<file path="config.mk">
export PLATFORM = sky130hd
export DESIGN_NAME = ppf_port_ctrl
export DESIGN_NICKNAME = d
export VERILOG_FILES = /design/src/hdl/ppf_pkg.sv /design/src/hdl/ppf_sync.sv /design/src/hdl/ppf_reg.sv /design/src/hdl/ppf_port_ctrl.sv
export SDC_FILE = /design/constraint.sdc
export NUM_CORES = 1
export LEC_CHECK = 0
export BUFFER_PORTS_ARGS = -buffer_cell sky130_fd_sc_hd__buf_2
export CORE_MARGIN = 2
export CORE_UTILIZATION = 29
export CTS_CLUSTER_SIZE = 16
export DETAILED_ROUTE_END_ITERATION = 6
export PLACE_DENSITY_LB_ADDON = 0.15
export SETUP_SLACK_MARGIN = 0.15
export SYNTH_ARGS = -nofsm -noshare
export SYNTH_HDL_FRONTEND = slang
export SYNTH_SLANG_ARGS = --single-unit
</file>
<file path="constraint.sdc">
create_clock -name sys_clk -period 4.4 [get_ports sys_clk]
set_clock_uncertainty 0.15 [all_clocks]
set_input_delay 0.22 -clock sys_clk [delete_from_list [all_inputs] [get_ports sys_clk]]
set_output_delay 0.22 -clock sys_clk [all_outputs]
set_load 0.03 [all_outputs]
</file>
<file path="src/hdl/ppf_pkg.sv">
// constants, register map and bus types for the port pin function block
// assumes byte addresses on the register port, 16-bit write data
package ppf_pkg;

   localparam int REG_N = 11;

   // register indices
   localparam int R_P6_DATA = 0;
   localparam int R_P6_DIR = 1;
   localparam int R_P6_MODE = 2;
   localparam int R_P6_FUNC = 3;
   localparam int R_P6_PULL = 4;
   localparam int R_P7_DATA = 5;
   localparam int R_P7_DIR = 6;
   localparam int R_P8_DATA = 7;
   localparam int R_P8_DIR = 8;
   localparam int R_P8_MODE = 9;
   localparam int R_P8_PULL = 10;

   // byte address of the lower half; the upper half sits one above
   localparam logic [31:0] REG_BASE [0:REG_N-1] = '{
      32'hfffff40c, 32'hfffff42c, 32'hfffff44c, 32'hfffff46c, 32'hfffffc4c,
      32'hfffff40e, 32'hfffff42e, 32'hfffff410, 32'hfffff430, 32'hfffff450,
      32'hfffffc50};
   localparam logic [15:0] REG_MASK [0:REG_N-1] = '{
      16'hffff, 16'hffff, 16'h3c07, 16'h3c07, 16'hffff,
      16'hffff, 16'hffff, 16'h0003, 16'h0003, 16'h0003, 16'h0003};
   localparam logic [15:0] REG_RST [0:REG_N-1] = '{
      16'h0000, 16'hffff, 16'h0000, 16'h0000, 16'h0000,
      16'h0000, 16'hffff, 16'h0000, 16'h00ff, 16'h0000, 16'h0000};
   localparam logic REG_HALF_OK [0:REG_N-1] = '{
      1'b1, 1'b1, 1'b1, 1'b1, 1'b1, 1'b0, 1'b0, 1'b0, 1'b0, 1'b0, 1'b0};
   localparam logic REG_HI_OK [0:REG_N-1] = '{
      1'b1, 1'b1, 1'b1, 1'b1, 1'b1, 1'b1, 1'b1, 1'b0, 1'b0, 1'b0, 1'b0};

   // port 8 mode bits on the variant without the third uart
   localparam logic [15:0] P8_MODE_MASK_LITE = 16'h0001;

   // pin positions
   localparam int P6_INT_FIRST = 0;
   localparam int P6_INT_LAST = 2;
   localparam int P6_TMR_FIRST = 10;
   localparam int P6_TMR_LAST = 13;
   localparam int P8_RX_PIN = 0;
   localparam int P8_TX_PIN = 1;

   localparam int PIN_W = 34;

   typedef enum logic [1:0] {
      SZ_BYTE = 2'b00,
      SZ_HALF = 2'b01,
      SZ_BIT = 2'b10
   } ppf_size_e;

   typedef struct packed {
      logic [31:0] addr;
      logic [15:0] wdata;
      ppf_size_e size;
      logic [2:0] bitsel;
   } ppf_req_s;

endpackage : ppf_pkg

</file>
<file path="src/hdl/ppf_sync.sv">
// two-flop synchroniser for the pin inputs
// assumes the pins are asynchronous to sys_clk
`timescale 1ns/100ps
module ppf_sync
   import ppf_pkg::*;
#(
   parameter int W = PIN_W
) (
   input wire logic sys_clk,
   input wire logic sys_rst,
   input wire logic [W-1:0] async_in,
   output logic [W-1:0] sync_out
);

   logic [W-1:0] meta;

   // first stage feeds only the second stage
   always_ff @(posedge sys_clk) begin
      if (sys_rst) begin
         meta <= '0;
         sync_out <= '0;
      end else begin
         meta <= async_in;
         sync_out <= meta;
      end
   end

endmodule : ppf_sync

</file>
<file path="src/hdl/ppf_reg.sv">
// one 16-bit control register with a mask of implemented bits
// assumes the caller has already merged byte and bit writes into d
`timescale 1ns/100ps
module ppf_reg
   import ppf_pkg::*;
#(
   parameter logic [15:0] RST = 16'h0000,
   parameter logic [15:0] MASK = 16'hffff
) (
   input wire logic sys_clk,
   input wire logic sys_rst,
   input wire logic wr,
   input wire logic [15:0] d,
   output logic [15:0] q
);

   logic [15:0] store;

   always_ff @(posedge sys_clk) begin
      if (sys_rst) begin
         store <= RST & MASK;
      end else if (wr) begin
         store <= d & MASK;
      end
   end

   // unimplemented bits read their fixed level
   assign q = store | (RST & ~MASK);

endmodule : ppf_reg

</file>
<file path="src/hdl/ppf_port_ctrl.sv">
// direction and data control for ports 6, 7 and 8; pin function and pull-up control for ports 6 and 8 only
// assumes a single-cycle register port and pins synchronised inside
//
// What this block does
// - port6_function_select is a 16-bit register, word readable and writable
// - its upper and lower bytes are reachable by byte or bit access
// - control mode with function bit 0 leaves the pin output undefined
// - pins 10-13: function 0 is timer capture in, 1 compare out
// - pins 0-2: function 1 routes the pin to an external interrupt
// - a port 6 pull-up bit of 1 connects that pin's pull-up
// - port6_pullup_enable is 16 bits, word, byte or bit accessible
// - port 7 has sixteen pins with independent direction
// - port 7 data registers read pin levels and set output levels
// - port 7 data registers refuse 16-bit accesses
// - port 7 direction registers are byte or bit access only
// - port 8 has two pins with data, direction, mode and pull-up
// - port 8 pin 0 alternates as uart receive or interrupt, pin 1 transmit
// - without the third uart pin 0 is interrupt only, pin 1 none
// - a mode-control bit of 0 is port operation, 1 alternate function
//
// The strobed register port was decided locally.
`timescale 1ns/100ps
module ppf_port_ctrl
   import ppf_pkg::*;
#(
   parameter bit HAS_UART3 = 1'b1
) (
   input wire logic sys_clk,
   input wire logic sys_rst,
   input wire logic [31:0] bus_addr,
   input wire logic [15:0] bus_wdata,
   input wire logic [1:0] bus_size,
   input wire logic [2:0] bus_bitsel,
   input wire logic bus_wr,
   input wire logic bus_rd,
   output logic [15:0] bus_rdata,
   input wire logic [15:0] p6_pin_in,
   output logic [15:0] p6_pin_out,
   output logic [15:0] p6_pin_oe,
   output logic [15:0] p6_pullup,
   input wire logic [15:0] p7_pin_in,
   output logic [15:0] p7_pin_out,
   output logic [15:0] p7_pin_oe,
   input wire logic [1:0] p8_pin_in,
   output logic [1:0] p8_pin_out,
   output logic [1:0] p8_pin_oe,
   output logic [1:0] p8_pullup,
   input wire logic [3:0] timer_q2_compare_out,
   output logic [3:0] timer_q2_capture_in,
   output logic ext_interrupt_11,
   output logic ext_interrupt_12,
   output logic ext_interrupt_13,
   output logic ext_interrupt_14,
   input wire logic uart3_transmit,
   output logic uart3_receive
);

   ppf_req_s req;
   logic [PIN_W-1:0] pin_s;
   logic [15:0] p6_s;
   logic [15:0] p7_s;
   logic [1:0] p8_s;
   logic [15:0] q [0:REG_N-1];
   logic [15:0] view [0:REG_N-1];
   logic [15:0] rd_acc [0:REG_N];
   logic [15:0] p6_lvl;
   logic [15:0] p7_lvl;
   logic [15:0] p8_lvl;
   logic [15:0] p6_mode;
   logic [15:0] p6_func;

   assign req = '{addr: bus_addr, wdata: bus_wdata,
                  size: ppf_size_e'(bus_size), bitsel: bus_bitsel};

   // merge a byte or bit write into the current value
   function automatic logic [15:0] merge(input logic [15:0] cur,
                                         input ppf_req_s r,
                                         input logic hi);
      logic [15:0] v;
      logic [3:0] idx;
      v = cur;
      idx = {hi, r.bitsel};
      case (r.size)
         SZ_HALF: v = r.wdata;
         SZ_BYTE: begin
            if (hi) begin
               v[15:8] = r.wdata[7:0];
            end else begin
               v[7:0] = r.wdata[7:0];
            end
         end
         SZ_BIT: v[idx] = r.wdata[0];
         default: v = cur;
      endcase
      return v;
   endfunction : merge

   // place a register view on the read data lanes
   function automatic logic [15:0] fmt(input logic [15:0] val,
                                       input ppf_req_s r,
                                       input logic hi);
      logic [15:0] v;
      logic [3:0] idx;
      v = 16'h0000;
      idx = {hi, r.bitsel};
      case (r.size)
         SZ_HALF: v = val;
         SZ_BYTE: v = {8'h00, hi ? val[15:8] : val[7:0]};
         SZ_BIT: v = {15'h0000, val[idx]};
         default: v = 16'h0000;
      endcase
      return v;
   endfunction : fmt

   ppf_sync #(
      .W(PIN_W)
   ) u_sync (
      .sys_clk(sys_clk),
      .sys_rst(sys_rst),
      .async_in({p8_pin_in, p7_pin_in, p6_pin_in}),
      .sync_out(pin_s)
   );

   assign p6_s = pin_s[15:0];
   assign p7_s = pin_s[31:16];
   assign p8_s = pin_s[33:32];

   // data reads show pin level on inputs, latch on outputs
   assign p6_lvl = (q[R_P6_DATA] & ~q[R_P6_DIR]) | (p6_s & q[R_P6_DIR]);
   assign p7_lvl = (q[R_P7_DATA] & ~q[R_P7_DIR]) | (p7_s & q[R_P7_DIR]);
   assign p8_lvl = (q[R_P8_DATA] & ~q[R_P8_DIR]) |
                   ({14'h0000, p8_s} & q[R_P8_DIR]);

   assign rd_acc[0] = 16'h0000;

   genvar gi;
   generate
      for (gi = 0; gi < REG_N; gi++) begin : g_reg
         localparam logic [15:0] MSK =
            (gi == R_P8_MODE && !HAS_UART3) ? P8_MODE_MASK_LITE : REG_MASK[gi];
         wire lo_hit = req.addr == REG_BASE[gi];
         wire hi_hit = REG_HI_OK[gi] && req.addr == REG_BASE[gi] + 32'h1;
         wire is_half = req.size == SZ_HALF;
         // word access only at the lower address of a 16-bit register
         wire sel = is_half ? (REG_HALF_OK[gi] && lo_hit) : (lo_hit || hi_hit);
         wire sel_hi = hi_hit && !is_half;
         wire [15:0] d = merge(q[gi], req, sel_hi);
         ppf_reg #(
            .RST(REG_RST[gi]),
            .MASK(MSK)
         ) u_reg (
            .sys_clk(sys_clk),
            .sys_rst(sys_rst),
            .wr(bus_wr && sel),
            .d(d),
            .q(q[gi])
         );
         assign view[gi] = (gi == R_P6_DATA) ? p6_lvl :
                           (gi == R_P7_DATA) ? p7_lvl :
                           (gi == R_P8_DATA) ? p8_lvl : q[gi];
         assign rd_acc[gi+1] = rd_acc[gi] |
                               (sel ? fmt(view[gi], req, sel_hi) : 16'h0000);
      end
   endgenerate

   // read data stands for one cycle only, zero otherwise
   always_ff @(posedge sys_clk) begin
      if (sys_rst) begin
         bus_rdata <= 16'h0000;
      end else begin
         bus_rdata <= bus_rd ? rd_acc[REG_N] : 16'h0000;
      end
   end

   assign p6_mode = q[R_P6_MODE];
   assign p6_func = q[R_P6_FUNC];

   generate
      for (gi = 0; gi < 16; gi++) begin : g_p6
         wire alt_oe;
         wire alt_out;
         if (gi >= P6_TMR_FIRST && gi <= P6_TMR_LAST) begin : g_tmr
            assign alt_oe = p6_func[gi];
            assign alt_out = timer_q2_compare_out[gi-P6_TMR_FIRST];
            assign timer_q2_capture_in[gi-P6_TMR_FIRST] =
               p6_s[gi] & p6_mode[gi] & ~p6_func[gi];
         end else begin : g_in
            // interrupt pins are inputs; function 0 there is left undriven
            assign alt_oe = 1'b0;
            assign alt_out = 1'b0;
         end
         assign p6_pin_oe[gi] = p6_mode[gi] ? alt_oe : ~q[R_P6_DIR][gi];
         assign p6_pin_out[gi] = p6_mode[gi] ? alt_out : q[R_P6_DATA][gi];
      end
   endgenerate

   assign ext_interrupt_11 = p6_s[P6_INT_FIRST] & p6_mode[P6_INT_FIRST] &
                             p6_func[P6_INT_FIRST];
   assign ext_interrupt_12 = p6_s[P6_INT_FIRST+1] & p6_mode[P6_INT_FIRST+1] &
                             p6_func[P6_INT_FIRST+1];
   assign ext_interrupt_13 = p6_s[P6_INT_LAST] & p6_mode[P6_INT_LAST] &
                             p6_func[P6_INT_LAST];
   assign p6_pullup = q[R_P6_PULL];

   assign p7_pin_oe = ~q[R_P7_DIR];
   assign p7_pin_out = q[R_P7_DATA];

   // port 8: pin 0 is input in alternate mode, pin 1 drives uart transmit
   assign p8_pin_oe[P8_RX_PIN] = q[R_P8_MODE][P8_RX_PIN] ? 1'b0 :
                                 ~q[R_P8_DIR][P8_RX_PIN];
   assign p8_pin_out[P8_RX_PIN] = q[R_P8_MODE][P8_RX_PIN] ? 1'b0 :
                                  q[R_P8_DATA][P8_RX_PIN];
   assign p8_pin_oe[P8_TX_PIN] = q[R_P8_MODE][P8_TX_PIN] ? 1'b1 :
                                 ~q[R_P8_DIR][P8_TX_PIN];
   assign p8_pin_out[P8_TX_PIN] = q[R_P8_MODE][P8_TX_PIN] ? uart3_transmit :
                                  q[R_P8_DATA][P8_TX_PIN];
   assign ext_interrupt_14 = p8_s[P8_RX_PIN] & q[R_P8_MODE][P8_RX_PIN];
   assign uart3_receive = HAS_UART3 ? (p8_s[P8_RX_PIN] |
                                       ~q[R_P8_MODE][P8_RX_PIN]) : 1'b1;
   assign p8_pullup = q[R_P8_PULL][1:0];

   wire wr_func_word = bus_wr && req.size == SZ_HALF &&
                       req.addr == REG_BASE[R_P6_FUNC];
   wire wr_func_hi = bus_wr && req.size == SZ_BYTE &&
                     req.addr == REG_BASE[R_P6_FUNC] + 32'h1;
   wire wr_pull_lo = bus_wr && req.size == SZ_BYTE &&
                     req.addr == REG_BASE[R_P6_PULL];
   wire wr_p7_word = bus_wr && req.size == SZ_HALF &&
                     (req.addr == REG_BASE[R_P7_DATA] ||
                      req.addr == REG_BASE[R_P7_DIR]);
   wire rd_p7_lo = bus_rd && req.size == SZ_BYTE &&
                   req.addr == REG_BASE[R_P7_DATA];
   wire wr_p7dir_lo = bus_wr && req.size == SZ_BYTE &&
                      req.addr == REG_BASE[R_P7_DIR];
endmodule : ppf_port_ctrl

</file>
Word-level counts from Yosys, hierarchy flattened:

Index checks and enable logic that the tools add are counted.
Widths: inputs -> output; s select.

* multiplexer cells: 132
* reductions and logical operators: 56
* eq/ne operators: 34
* bitwise gates (word level): 62
* $lt $le $gt $ge: 16

Operators by type and width (number)
* $eq 32x32->1 const B: 18
* $pmux 16 s3: 11
* $or 16x16->16: 12
* $bwmux 16: 11
* $mux 16: 11
* $pmux 14 s3: 4
* $mux 8: 17
* $and 16x16->16: 4
* $mux 1: 48
* $reduce_and 3->1: 14
* $lt 4x5->1 const B: 7
* $not 16->16: 2
* $bmux 1 s4: 7
* $demux 1 s4: 7
* $ge 4x1->1 const B: 7
* $ne 2x2->1 const B: 14
* $logic_and 1x1->1: 26
* $mux 6: 4
* $not 1->1: 24
* $pmux 2 s3: 4
* $and 2x16->16: 1
* $not 8->16: 1
* $or 16x8->16: 1
* $pmux 8 s2: 1
* other kinds (16): 44

* input port bits: 96
* word-level logic and storage cells: 321
* register bits: 186

Logic depth before layout (Yosys ltp):

Gate-level depths: netlist (run 1).

* depth in word-level cells: 17
* gate-level depth with buffers: 12
* depth with buffers taken out: 8

Modules after synthesis:

Synthesis (run 1) repeated with hierarchy kept, for this count alone.

* cell total of the unflattened synthesis: 1926
* area total of the unflattened synthesis: 14358.8 µm²

Modules (own cells, without submodules)
* ppf_port_ctrl: times used 1, area each 8231.6 µm², cells an instance 1372, seq. area each 320.3 µm²
* ppf_sync: times used 1, area each 1836.8 µm², cells an instance 143, seq. area each 1361.3 µm²
* ppf_reg (g_reg[0].u_reg ...): times used 3, area each 580.6 µm², cells an instance 52, seq. area each 320.3 µm²
* ppf_reg (g_reg[1].u_reg ...): times used 2, area each 599.3 µm², cells an instance 53, seq. area each 320.3 µm²
* ppf_reg (g_reg[2].u_reg ...): times used 2, area each 319.1 µm², cells an instance 32, seq. area each 140.1 µm²
* ppf_reg (g_reg[10].u_reg ...): times used 3, area each 176.4 µm², cells an instance 21, seq. area each 40.0 µm²
* ppf_reg (g_reg[8].u_reg): times used 1, area each 182.7 µm², cells an instance 22, seq. area each 40.0 µm²

Worst setup path before layout (run 1):

OpenSTA, ideal clock, no wires.

* kind: input-to-reg
* start: input port bus_addr[4]
* end: register bus_rdata[0]
* setup time: 0.058 ns
* required time: 4.192 ns
* slack: 1.605 ns
* arrival: 2.586 ns
* stages: 9
* cell sequence: buf_6 or4b_4 a211o_1 or4_4 or4_1 o41ai_1 and4b_1 a41oi_2 a211o_1

* longest elaborated chain between the ends: 16
* elaborated cells between the ends (all ways): 92

RTL lines
* start, declared: line ppf_port_ctrl.sv:30 `input wire logic [31:0] bus_addr,`
* $eq 32x32->1: line ppf_port_ctrl.sv:142 `wire hi_hit = REG_HI_OK[gi] && req.addr == REG_BASE[gi] + 32'h1;`
* $logic_and 1x1->1: line ppf_port_ctrl.sv:146 `wire sel_hi = hi_hit && !is_half;`
* $bmux 1 s4: line ppf_port_ctrl.sv:109 `SZ_BIT: v = {15'h0000, val[idx]};`
* $mux 1 (not written as such): line ppf_port_ctrl.sv:109
* $pmux 16 s3: line ppf_port_ctrl.sv:106 `case (r.size)`
* $mux 16: line ppf_port_ctrl.sv:162 `(sel ? fmt(view[gi], req, sel_hi) : 16'h0000);`
* $or 16x16->16 (9 in a row): line ppf_port_ctrl.sv:161 `assign rd_acc[gi+1] = rd_acc[gi] |`
* $or 16x16->16 (*): line ppf_port_ctrl.sv:161
* end signal, assigned: line ppf_port_ctrl.sv:171 `bus_rdata <= bus_rd ? rd_acc[REG_N] : 16'h0000;`
* end, declared: line ppf_port_ctrl.sv:36 `output logic [15:0] bus_rdata,`

Mark *: on every way between the ends. The rest lies on a longest branch, timed or not. The select of a mux whose other input is x is not followed.
A chain may end at the register's enable or synchronous reset.

Worst setup path after layout (run 1):

* start: input port bus_size[0]
* end: register bus_rdata[5]

* longest elaborated chain between the ends: 16
* elaborated cells between the ends (all ways): 56

RTL lines
* start, declared: line ppf_port_ctrl.sv:32 `input wire logic [1:0] bus_size,`
* $eq 2x1->1: line ppf_port_ctrl.sv:106, ppf_port_ctrl.sv:143
* $logic_not 1->1
* $logic_and 1x1->1: line ppf_port_ctrl.sv:146
* $mux 8: line ppf_port_ctrl.sv:108 `SZ_BYTE: v = {8'h00, hi ? val[15:8] : val[7:0]};`
* $pmux 16 s3: line ppf_port_ctrl.sv:106
* $mux 16: line ppf_port_ctrl.sv:162
* $or 16x16->16 (7 in a row): line ppf_port_ctrl.sv:161
* $or 16x16->16 (*) (3 in a row): line ppf_port_ctrl.sv:161

Mark *: on every way between the ends. The rest lies on a longest branch, timed or not.

==> results of run 1 <==
[sequential cells by signal, summed over array words and instances (netlist names)]
register	count
bus_rdata	16
g.u_reg.store	2
u_sync.meta	34
u_sync.sync_out	34
g.u_reg.q	100
[timing repair]
action                                  in CTS  in global routing
gates resized for setup                      0                  0
endpoints found under the setup margin       0                  0
hold buffers                                35                  0
endpoints found under the hold margin       35                  0
[logic make-up after synthesis]
logic type	after synthesis	share of synthesized area
compound gates	422	0.242
buf+inv	151	0.0560
flops	186	0.337
mux	111	0.121
simple gates	541	0.244
[synthesized netlist by cell type (14+ instances only)]
cell      instances  share of area
nand3_1          80          0.036
inv_1            36          0.012
a211oi_1         30          0.020
nor3_1           19         0.0086
mux4_2           15          0.031
nor2b_1          79          0.045
o211ai_1         16          0.011
mux2_2           28          0.029
a22oi_1          16          0.011
mux2i_1          68          0.062
o21ai_0         121          0.055
nand2_1          88          0.030
a21oi_1         114          0.052
nor2_1          178          0.061
clkbuf_1         85          0.029
a31oi_1          30          0.017
dfxtp_1         186           0.34
nand4_1          14         0.0079
[power groups by stage]
stage	clock [mW]	sequential [mW]	combinational, mW
after floorplan	0	1.75	0.220
after detailed placement	0	1.76	0.398
final	1.70	1.72	0.432
after CTS	1.73	1.72	0.422
after global placement	0	1.76	0.398
after global routing	1.79	1.72	0.458
[routing by layer]
metal,part of all wire,global-route usage,up-vias
met2,0.45,0.435,647
met4,0.036,0.113,2
li1,-,-,5573
met3,0.078,0.0489,94
met1,0.43,0.374,6076
met5,0.00018,0,-
[path summary, 6_finish.rpt]
check	startpoint	to	slack, ps	depth (start not counted)
worst max-delay path	bus_size[0]	bus_rdata[5]	1260	8
worst min-delay path	bus_wdata[2]	g_reg[2].u_reg.q[2]	40	3
worst max register to register	g_reg[6].u_reg.q[12]	bus_rdata[0]	1270	7
worst min register to register	u_sync.meta[6]	u_sync.sync_out[6]	290	1
[critical path: stages]
cell	delay, ps
buf_2	90
nor2b_1	720
nor2_1	280
and4_1	470
a222oi_1	590
o22ai_1	170
a2111oi_0	520
a21oi_1	220
[cell type report]
type	instances	area, um^2
tap	511	639
sequential	186	3720
fill	3996	23900
multi-input combinational	1074	6720
antenna	1	2.50
inverter	37	139
clock buffer	22	464
timing repair buffer	295	1800
clock inverter	10	166
==> results by group, run 1 <==
Floorplan
  • Die height: 199 um
  • IO Pins: 207
  • Die area: 0.0397 mm^2
  • DIE WIDTH: 199 um
  • Initial Util: 0.294
  • Placement row count: between 70 and 80
  • Core footprint: between 0.03 and 0.04 mm^2

STA
  • RSZ-0062 raised after global routing: false
  • Actual slew at the worst max-slew pin: approximately 1300 ps
  • Final setup fails: 0
  • Slew Limit Fails: 0
  • Tmin final: 3140 ps
  • Fmax: 319 MHz
  • Slew headroom: 0.141
  • Crit path setup slack, layout: 1260 ps
  • Hold Slack: 41.4 ps
  • Final hold violation count: 0
  • Final TNS setup: 0 ps
  • Final period util: 0.713

GRT
  • Initial antenna violation count: 2
  • Largest net degree at the start of global routing: 77
  • First-pass GRT wire length: 79.2 mm
  • GRT overflow: 0
  • GRT Total Usage: 0.277
  • Vias in the first global route: 11.6k

Clock tree
  • H-tree levels: 4
  • CTS tree: built
  • Clock root buffer: clkbuf_16
  • Setup repair bufs after CTS: 0
  • Worst-skew pair later-pin latency: between 400 and 500 ps
  • Clock transition at the registers of the reported paths: about 70 ps
  • Max clock buf depth: 2
  • Clock sinks: 186
  • CTS Buf Count: 17

Synth
  • Number of synthesized flops with an enable pin: 0
  • FFs w/ async S/R, synth: 0
  • Post-synthesis sequential area ratio: 0.337
  • Total nets after synthesis: 1,507
  • Post-synthesis cell area: 0.0110 mm^2
  • Most used DFF post-synth: dfxtp_1
  • Cells after Synth: 1,411
  • Post-synthesis average cell area: 7.83 um^2
  • Synth warn: 0
  • Yosys cell types: 71
  • #FFs+latches synth: about 190

Placement
  • Port bufs: 206
  • Final RePlAce weighted congestion: around 0.96
  • Hpwl dp: 41.0 mm
  • Worst slack at placement: between 800 and 900 ps
  • Placed Instances: just over 2k
  • Area after DPL: between 0.01 and 0.015 mm^2

Flow run
  • Max Cap Viol: 0

Pwr
  • Switching Share: 0.264
  • Power per cell area: 282 mW/mm^2
  • NetSw: 1.02 mW
  • VDD IR max: about 0.3 mV
  • Total Power: 3.85 mW
  • Internal power: 2.84 mW
  • Sequential Power Share: 0.447
  • Clk pwr share: 0.441
  • Leak: 5.49 nW
  • Comb pwr share: 0.112

Route
  • DRT Pass-1 Iters: 7
  • WL final: 55.1 mm
  • Avg WL per Cell: 25.8 um
  • Final ANT Viol Nets: 0
  • DR DRC count: 2
  • DR vias/cell: slightly below 6
  • Via count: 12.4k
  • Iter 0 DRT Violations: 1,361

Run status
  • Status: finished with violations
  • Violations in the final reports: DRC

Setup path
  • Worst setup EP type: register
  • Setup Crit Path Kind: input port to register
  • Crit path DAT: 3290 ps
  • Worst path required time: between 4000 and 5000 ps
  • Worst-path fanout max: 12
  • Setup crit start kind: input port

Finish
  • Cell Count, Final, Fillers Out: 2,136
  • Most frequent cells in the layout: buf_2 (205), dfxtp_1 (186), nor2_1 (176)
  • Post-route cell area: 0.0137 mm^2
  • Final Util: 0.364
  • Layout cells sized above 1: 0.218
  • Final nets: 1,707
  • Syn-to-layout area delta: 23.7%
  • Commonest non-fill, non-tap cell in the layout: buf_2

Hold path
  • Worst Hold Class: input port to register
(Power assumes the default switching activity.)
==> inputs of run 2 (changes only) <==
==> constraint.sdc (replaced) <==
create_clock -name sys_clk -period 2.5 [get_ports sys_clk]
set_clock_uncertainty 0.15 [all_clocks]
set_input_delay 0.125 -clock sys_clk [delete_from_list [all_inputs] [get_ports sys_clk]]
set_output_delay 0.125 -clock sys_clk [all_outputs]
set_load 0.03 [all_outputs]
==> run 2 against run 1 <==
The run ends with setup timing left. Via count up 7.8%. Core utilization up 6.4 points. Critical path depth up 1. Global-route usage up 2.3 points.
==> results by group, run 2 (same netlist as run 1, synthesis figures left out) <==
Clock tree
  • Clock transition at the registers of the reported paths: 80 ps (was 70 ps)
  • CTS tree: built (unchanged)
  • Clock root buffer: clkbuf_16 (unchanged)
  • Worst-skew pair later-pin latency: 470 ps (about the same)
  • CTS Buf Count: 17 (unchanged)
  • Clock sinks: 186 (unchanged)
  • Max clock buf depth: 2 (unchanged)
  • H-tree levels: 4 (unchanged)

Placement
  • Hpwl dp: 46.5 mm (was 41.0 mm)
  • Placed Instances: 2,335 (was 2,068)
  • Worst slack at placement: -438 ps (was 860 ps)
  • Final RePlAce weighted congestion: 0.986 (was 0.957)
  • Area after DPL: 0.0149 mm^2 (was 0.0127 mm^2)
  • Port bufs: 206 (unchanged)

GRT
  • GRT overflow: 0 (unchanged)
  • Layer with the highest usage: met2 (unchanged)
  • Largest net degree at the start of global routing: 63 (was 77)
  • GRT Total Usage: 0.300 (was 0.277)
  • Met1 Usage GRT: 0.391 (was 0.374)
  • Grt met2 use: 0.476 (was 0.435)
  • First-pass GRT wire length: 85.5 mm (was 79.2 mm)
  • Vias in the first global route: 12.8k (was 11.6k)
  • Initial antenna violation count: 0 (was 2)
  • Met3 Usage GRT: 0.0560 (was 0.0489)

Finish
  • Syn-to-layout area delta: 45.4% (was 23.7%)
  • Final Util: 0.427 (was 0.364)
  • Final nets: 1,981 (was 1,707)
  • Total inserted antenna cells: 0 (was 1)
  • Max reg flops: 100 (unchanged)
  • Post-route cell area: 0.0161 mm^2 (was 0.0137 mm^2)
  • Layout cells sized above 1: 0.342 (was 0.218)
  • Most frequent cells in the layout: buf_4 (308), buf_2 (205), dfxtp_1 (182) (was buf_2 (205), dfxtp_1 (186), nor2_1 (176))
  • Cell Count, Final, Fillers Out: 2,409 (was 2,136)
  • Commonest non-fill, non-tap cell in the layout: buf_4 (was buf_2)

Run status
  • Status: finished with violations (unchanged)
  • Violations in the final reports: setup timing (was DRC)

STA
  • Final setup fails: 1 (was 0)
  • Actual slew at the worst max-slew pin: 743 ps (was 1290 ps)
  • Slew headroom: 0.504 (was 0.141)
  • Slew Limit Fails: 0 (unchanged)
  • Hold Slack: 33.4 ps (was 41.4 ps)
  • Fmax: about 390 MHz
  • Final TNS setup: -67.6 ps (was 0 ps)
  • RSZ-0062 raised after global routing: true (was false)
  • Final hold violation count: 0 (unchanged)
  • Crit path setup slack, layout: -67.6 ps (was 1260 ps)
  • Final period util: 1.03
  • Tmin final: about 2600 ps

Setup path
  • CP Cell Sequence: mux2i_1 > a2111oi_0 > buf_4 > nor4_1 > buf_4 > o41ai_1 > and4b_1 > a41oi_2 > a211o_1 (was buf_2 > nor2b_1 > nor2_1 > and4_1 > a222oi_1 > o22ai_1 > a2111oi_0 > a21oi_1)
  • Worst path most repeated cell: buf_4
  • Register-to-Register Path Depth: 9 (was 7)
  • Worst-path fanout max: 4 (was 12)
  • Buf/Inv on CP: 2 (was 1)
  • Worst path required time: 2770 ps (was 4550 ps)
  • Worst setup EP type: register (unchanged)
  • Reg2reg start: g_reg[6].u_reg.q[2] (was g_reg[6].u_reg.q[12])
  • Critical path depth: 9 (was 8)
  • Crit path DAT: 2830 ps (was 3290 ps)
  • Highest-delay cell along the critical path: dfxtp_1 (was nor2b_1)
  • CP max stage delay: 480 ps (was 720 ps)
  • Worst setup path endpoint: bus_rdata[0] (was bus_rdata[5])
  • FF-to-FF setup slack: -70 ps (was 1270 ps)
  • CP Launch Point: g_reg[6].u_reg.q[2] (was bus_size[0])
  • Setup Crit Path Kind: register to register (was input port to register)
  • Worst R2R End: bus_rdata[0] (unchanged)
  • Setup crit start kind: register (was input port)
  • Top delay family on crit path: compound AO/OA/AOI/OAI gates (unchanged)

Pwr
  • Clk pwr share: 0.437 (was 0.441)
  • Leak: 6.93 nW (was 5.49 nW)
  • Sequential Power Share: 0.431 (was 0.447)
  • Switching Share: 0.278 (was 0.264)
  • Internal power: 5.08 mW (was 2.84 mW)
  • Comb pwr share: 0.132 (was 0.112)
  • Total Power: 7.03 mW (was 3.85 mW)
  • NetSw: 1.96 mW (was 1.02 mW)
  • Power per cell area: 438 mW/mm^2 (was 282 mW/mm^2)
  • VDD IR max: 0.502 mV (was 0.308 mV)

Route
  • Via count: 13.4k (was 12.4k)
  • DR vias/cell: 5.54 (was 5.80)
  • DRT Pass-1 Iters: 5 (was 7)
  • DR DRC count: 0 (was 2)
  • WL final: 59.6 mm (was 55.1 mm)
  • Avg WL per Cell: 24.7 um (was 25.8 um)
  • Iter 0 DRT Violations: 1,219 (was 1,361)
  • Final ANT Viol Nets: 0 (unchanged)

Floorplan
  • Initial Util: 0.294 (unchanged)
  • Core footprint: 0.0376 mm^2 (unchanged)
  • Die area: 0.0397 mm^2 (unchanged)
  • DIE WIDTH: 199 um (unchanged)
  • Die height: 199 um (unchanged)
  • Placement row count: 71 (unchanged)
  • IO Pins: 207 (unchanged)

Hold path
  • Worst Hold Class: input port to register (unchanged)

Flow run
  • Max Cap Viol: 0 (unchanged)
[run 2: changes by cell type in the layout (fill, tap and decap cells not counted), moves of 5 or more]
cell           delta
buf_4           +254
buf_12           +14
dlygate4sd3_1     +6
inv_6             +5
[run 2: area by class of cell]
| cell class | instances | area (um^2) |
|---|---|---|
| Multi-Input combinational cell | 1074 | 6870 |
| Timing Repair Buffer | 569 | 4050 |
| Clock inverter | 15 | 210 |
| Fill cell | 3900 | 21500 |
| Inverter | 37 | 139 |
| Sequential cell | 186 | 3730 |
| Clock buffer | 17 | 425 |
| Tap cell | 511 | 639 |
[run 2: worst register-to-register path: cells and delay by family, from the launching register on]
family	cells	cell delay [ps]
AOI/OAI and AO/OA	4	1080
DFF	1	480
buffers and inverters	2	350
and+or+nand+nor	2	310
muxes	1	150
[run 2: power groups by stage]
stage / clock [mW] / combinational [mW] / sequential [mW]
floorplan: 0 / 0.392 / 3.09
global placement: 0 / 0.848 / 3.10
detailed placement: 0 / 0.846 / 3.10
CTS: 3.11 / 0.901 / 3.03
global route: 3.23 / 0.975 / 3.03
finish: 3.07 / 0.926 / 3.03
[run 2: how the worst min path moves through the flow]
| stage | startpoint | endpoint | cells after the start |
|---|---|---|---|
| finish | bus_wdata[4] | g_reg[3].u_reg.q[12] | 4 |
| global route | bus_wdata[0] | g_reg[10].u_reg.q[0] | 4 |
| CTS | bus_wdata[13] | g_reg[2].u_reg.q[13] | 5 |
| detailed placement | p7_pin_in[0] | u_sync.meta[16] | 2 |
| global placement | p6_pin_in[12] | u_sync.meta[12] | 2 |
| floorplan | p6_pin_in[0] | u_sync.meta[0] | 1 |
[run 2: metal layers]
metal | wire length [um] | up-vias
li1 | - | 6118
met1 | 25100 | 6407
met2 | 26800 | 718
met3 | 4810 | 111
met4 | 2850 | 0
met5 | 0 | -
[run 2: repair_timing]
action                                 4_1_cts  5_1_grt
setup endpoints to repair                    5       45
buffers inserted                             0        1
gates resized for setup                     13       15
endpoints found under the hold margin       47        0
pin swaps                                    4        3
hold buffers                                41        0
==> inputs of run 3 (changes only) <==
--- a/config.mk
+++ b/config.mk
@@ -6,8 +6,8 @@
 export NUM_CORES = 1
 export LEC_CHECK = 0
 export BUFFER_PORTS_ARGS = -buffer_cell sky130_fd_sc_hd__buf_2
-export CORE_MARGIN = 2
-export CORE_UTILIZATION = 29
+export CORE_MARGIN = 5
+export CORE_UTILIZATION = 48
 export CTS_CLUSTER_SIZE = 16
 export DETAILED_ROUTE_END_ITERATION = 6
 export PLACE_DENSITY_LB_ADDON = 0.15
==> run 3 against run 2 <==
The flow finishes with violations (DRC, setup timing). Critical path depth shrank 2. Largest power group is now registers. Routed wire length shrank 7.2%. Global-route usage grew 11 points. Die area shrank 34%. Non-clock buffer count shrank 22. Count of clock-buffer cells in the layout is the same. Maximum frequency grew 0.83%. First-iteration DRC count grew 78%. Power shrank 3.0%. Sequential share of layout area grew 0.75 points. Worst hold slack lost 14 ps. Sequential power is essentially flat.
==> results by group, run 3 (same netlist as run 1, synthesis figures left out) <==
Run status
  • Status: finished with violations (unchanged)
  • Violations in the final reports: DRC, setup timing (was setup timing)

Setup path
  • CP max stage delay: 460 ps (was 480 ps)
  • Setup Crit Path Kind: register to register (unchanged)
  • Setup crit start kind: register (unchanged)
  • Worst-path fanout max: 2 (was 4)
  • Worst setup EP type: register (unchanged)
  • Crit path DAT: 2730 ps (was 2830 ps)
  • Buf/Inv on CP: 0 (was 2)
  • Highest-delay cell along the critical path: mux4_2 (was dfxtp_1)
  • Top delay family on crit path: compound AO/OA/AOI/OAI gates (unchanged)
  • Worst path required time: 2680 ps (was 2770 ps)
  • CP Cell Sequence: mux2_4 > mux4_2 > a21o_1 > a32o_2 > a2111oi_4 > a41oi_2 > a211o_1 (was mux2i_1 > a2111oi_0 > buf_4 > nor4_1 > buf_4 > o41ai_1 > and4b_1 > a41oi_2 > a211o_1)

Floorplan
  • Placement row count: 55 (was 71)
  • Die height: 162 um (was 199 um)
  • Die area: 0.0261 mm^2 (was 0.0397 mm^2)
  • DIE WIDTH: 162 um (was 199 um)
  • Core footprint: 0.0226 mm^2 (was 0.0376 mm^2)
  • Initial Util: 0.488 (was 0.294)
  • IO Pins: 207 (unchanged)

Placement
  • Hpwl dp: 42.3 mm (was 46.5 mm)
  • Final RePlAce weighted congestion: 1.07 (was 0.986)
  • Port bufs: 206 (unchanged)

STA
  • Final setup fails: 1 (unchanged)
  • Tmin final: 2550 ps (was 2570 ps)
  • RSZ-0062 raised after global routing: true (unchanged)
  • Final hold violation count: 0 (unchanged)
  • Slew Limit Fails: 0 (unchanged)
  • Fmax: 393 MHz (was 389 MHz)
  • Hold Slack: 19.0 ps (was 33.4 ps)
  • Final TNS setup: -46.4 ps (was -67.6 ps)
  • Final period util: 1.02 (was 1.03)
  • Actual slew at the worst max-slew pin: 849 ps (was 743 ps)
  • Crit path setup slack, layout: -46.4 ps (was -67.6 ps)
  • Slew headroom: 0.432 (was 0.504)

GRT
  • First-pass GRT wire length: 81.3 mm (was 85.5 mm)
  • Initial antenna violation count: 0 (unchanged)
  • Vias in the first global route: 13.3k (was 12.8k)
  • GRT overflow: 0 (unchanged)
  • GRT Total Usage: 0.409 (was 0.300)
  • Largest net degree at the start of global routing: 61 (was 63)

Route
  • Iter 0 DRT Violations: 2,174 (was 1,219)
  • Via count: 13.9k (was 13.4k)
  • DR vias/cell: 6.42 (was 5.54)
  • WL final: 55.3 mm (was 59.6 mm)
  • DR DRC count: 2 (was 0)
  • Avg WL per Cell: 25.6 um (was 24.7 um)
  • DRT Pass-1 Iters: 7 (was 5)
  • Final ANT Viol Nets: 0 (unchanged)

Finish
  • Most frequent cells in the layout: buf_4 (287), buf_2 (205), dfxtp_1 (180) (was buf_4 (308), buf_2 (205), dfxtp_1 (182))
  • Syn-to-layout area delta: 41.0% (was 45.4%)
  • Final nets: 1,959 (was 1,981)
  • Total inserted antenna cells: 0 (unchanged)
  • Area occupied by registers: 0.00373 mm^2 (about the same)
  • Commonest non-fill, non-tap cell in the layout: buf_4 (unchanged)
  • Fillers: 1,935 (was 3,900)
  • Layout cells sized above 1: 0.335 (was 0.342)
  • Max reg flops: 100 (unchanged)
  • Multi-input combinational cell area: 0.00688 mm^2 (was 0.00687 mm^2)

Clock tree
  • Max clock buf depth: 2 (unchanged)
  • Clock sinks: 186 (unchanged)
  • Clock root buffer: clkbuf_16 (unchanged)
  • CTS tree: built (unchanged)
  • H-tree levels: 4 (unchanged)
  • CTS Buf Count: 17 (unchanged)
  • Worst-skew pair later-pin latency: 450 ps (was 470 ps)
  • Clock transition at the registers of the reported paths: 80 ps (about the same)

Pwr
  • Total Power: 6.82 mW (was 7.03 mW)
  • VDD IR max: 0.411 mV (was 0.502 mV)
  • Power per cell area: 438 mW/mm^2 (about the same)
  • Leak: 6.80 nW (was 6.93 nW)

Flow run
  • Max Cap Viol: 0 (unchanged)

Hold path
  • Worst Hold Class: input port to register (unchanged)
run 3: cell types whose count changed in the layout (fill, tap and decap cells not counted), sizes merged:
| cell | delta |
|---|---|
| buf | -24 |
| clkinv | +3 |
| bufinv | -4 |
| dlygate4sd3 | +2 |
| inv | +1 |
run 3: metal layers:
layer / vias up / track usage / wire length (um)
met2: 1130 / 0.623 / 23400
li1: 6066 / - / -
met5: - / 0 / 0
met3: 272 / 0.111 / 7330
met1: 6415 / 0.513 / 20100
met4: 0 / 0.258 / 4460
run 3: worst paths after layout:
path                                           start                    to  slack, ps  depth (start not counted)
worst max-delay path            g_reg[6].u_reg.q[12]          bus_rdata[0]        -50                          7
worst min-delay path                   bus_wdata[12]  g_reg[2].u_reg.q[12]         20                          4
worst max register to register  g_reg[6].u_reg.q[12]          bus_rdata[0]        -50                          7
worst min register to register        u_sync.meta[0]    u_sync.sync_out[0]        280                          1
run 3: timing repair:
| item | 4_1_cts | 5_1_grt |
|---|---|---|
| setup buffers | 0 | 2 |
| endpoints found under the setup margin | 3 | 46 |
| pin swaps | 6 | 2 |
| cloned | 0 | 0 |
| hold buffers | 43 | 0 |
| resized for setup | 15 | 13 |
| hold endpoints to repair | 52 | 0 |
run 3: final cells by class:
type,instances,share of cell area
Clock inverter,15,0.0120
Tap cell,285,0.0229
Sequential cell,186,0.240
Inverter,37,0.00892
Multi-Input combinational cell,1074,0.442
Clock buffer,17,0.0273
Timing Repair Buffer,547,0.247
run 3: power by group:
part | internal [mW] | switching, mW
Sequential | 3.01 | 0.0209
Clock | 1.37 | 1.52
Combinational | 0.354 | 0.547
run 3: stage by stage:
stage               instance area [um^2]  instances  utilization  worst slack (ps)
floorplan                          11100       1411            -              -133
global placement                   14400       2084        0.636              -359
detailed placement                 14400       2084        0.636              -326
CTS                                15500       2159        0.685             -7.19
global route                       15600       2161        0.688             -77.2
finish                             15600       2161        0.688             -46.4
run 3: tightest hold or removal path, cell delays in order:
cell      delay, ps
buf_2           130
a22oi_1          90
o211ai_1         90
o211a_1         140
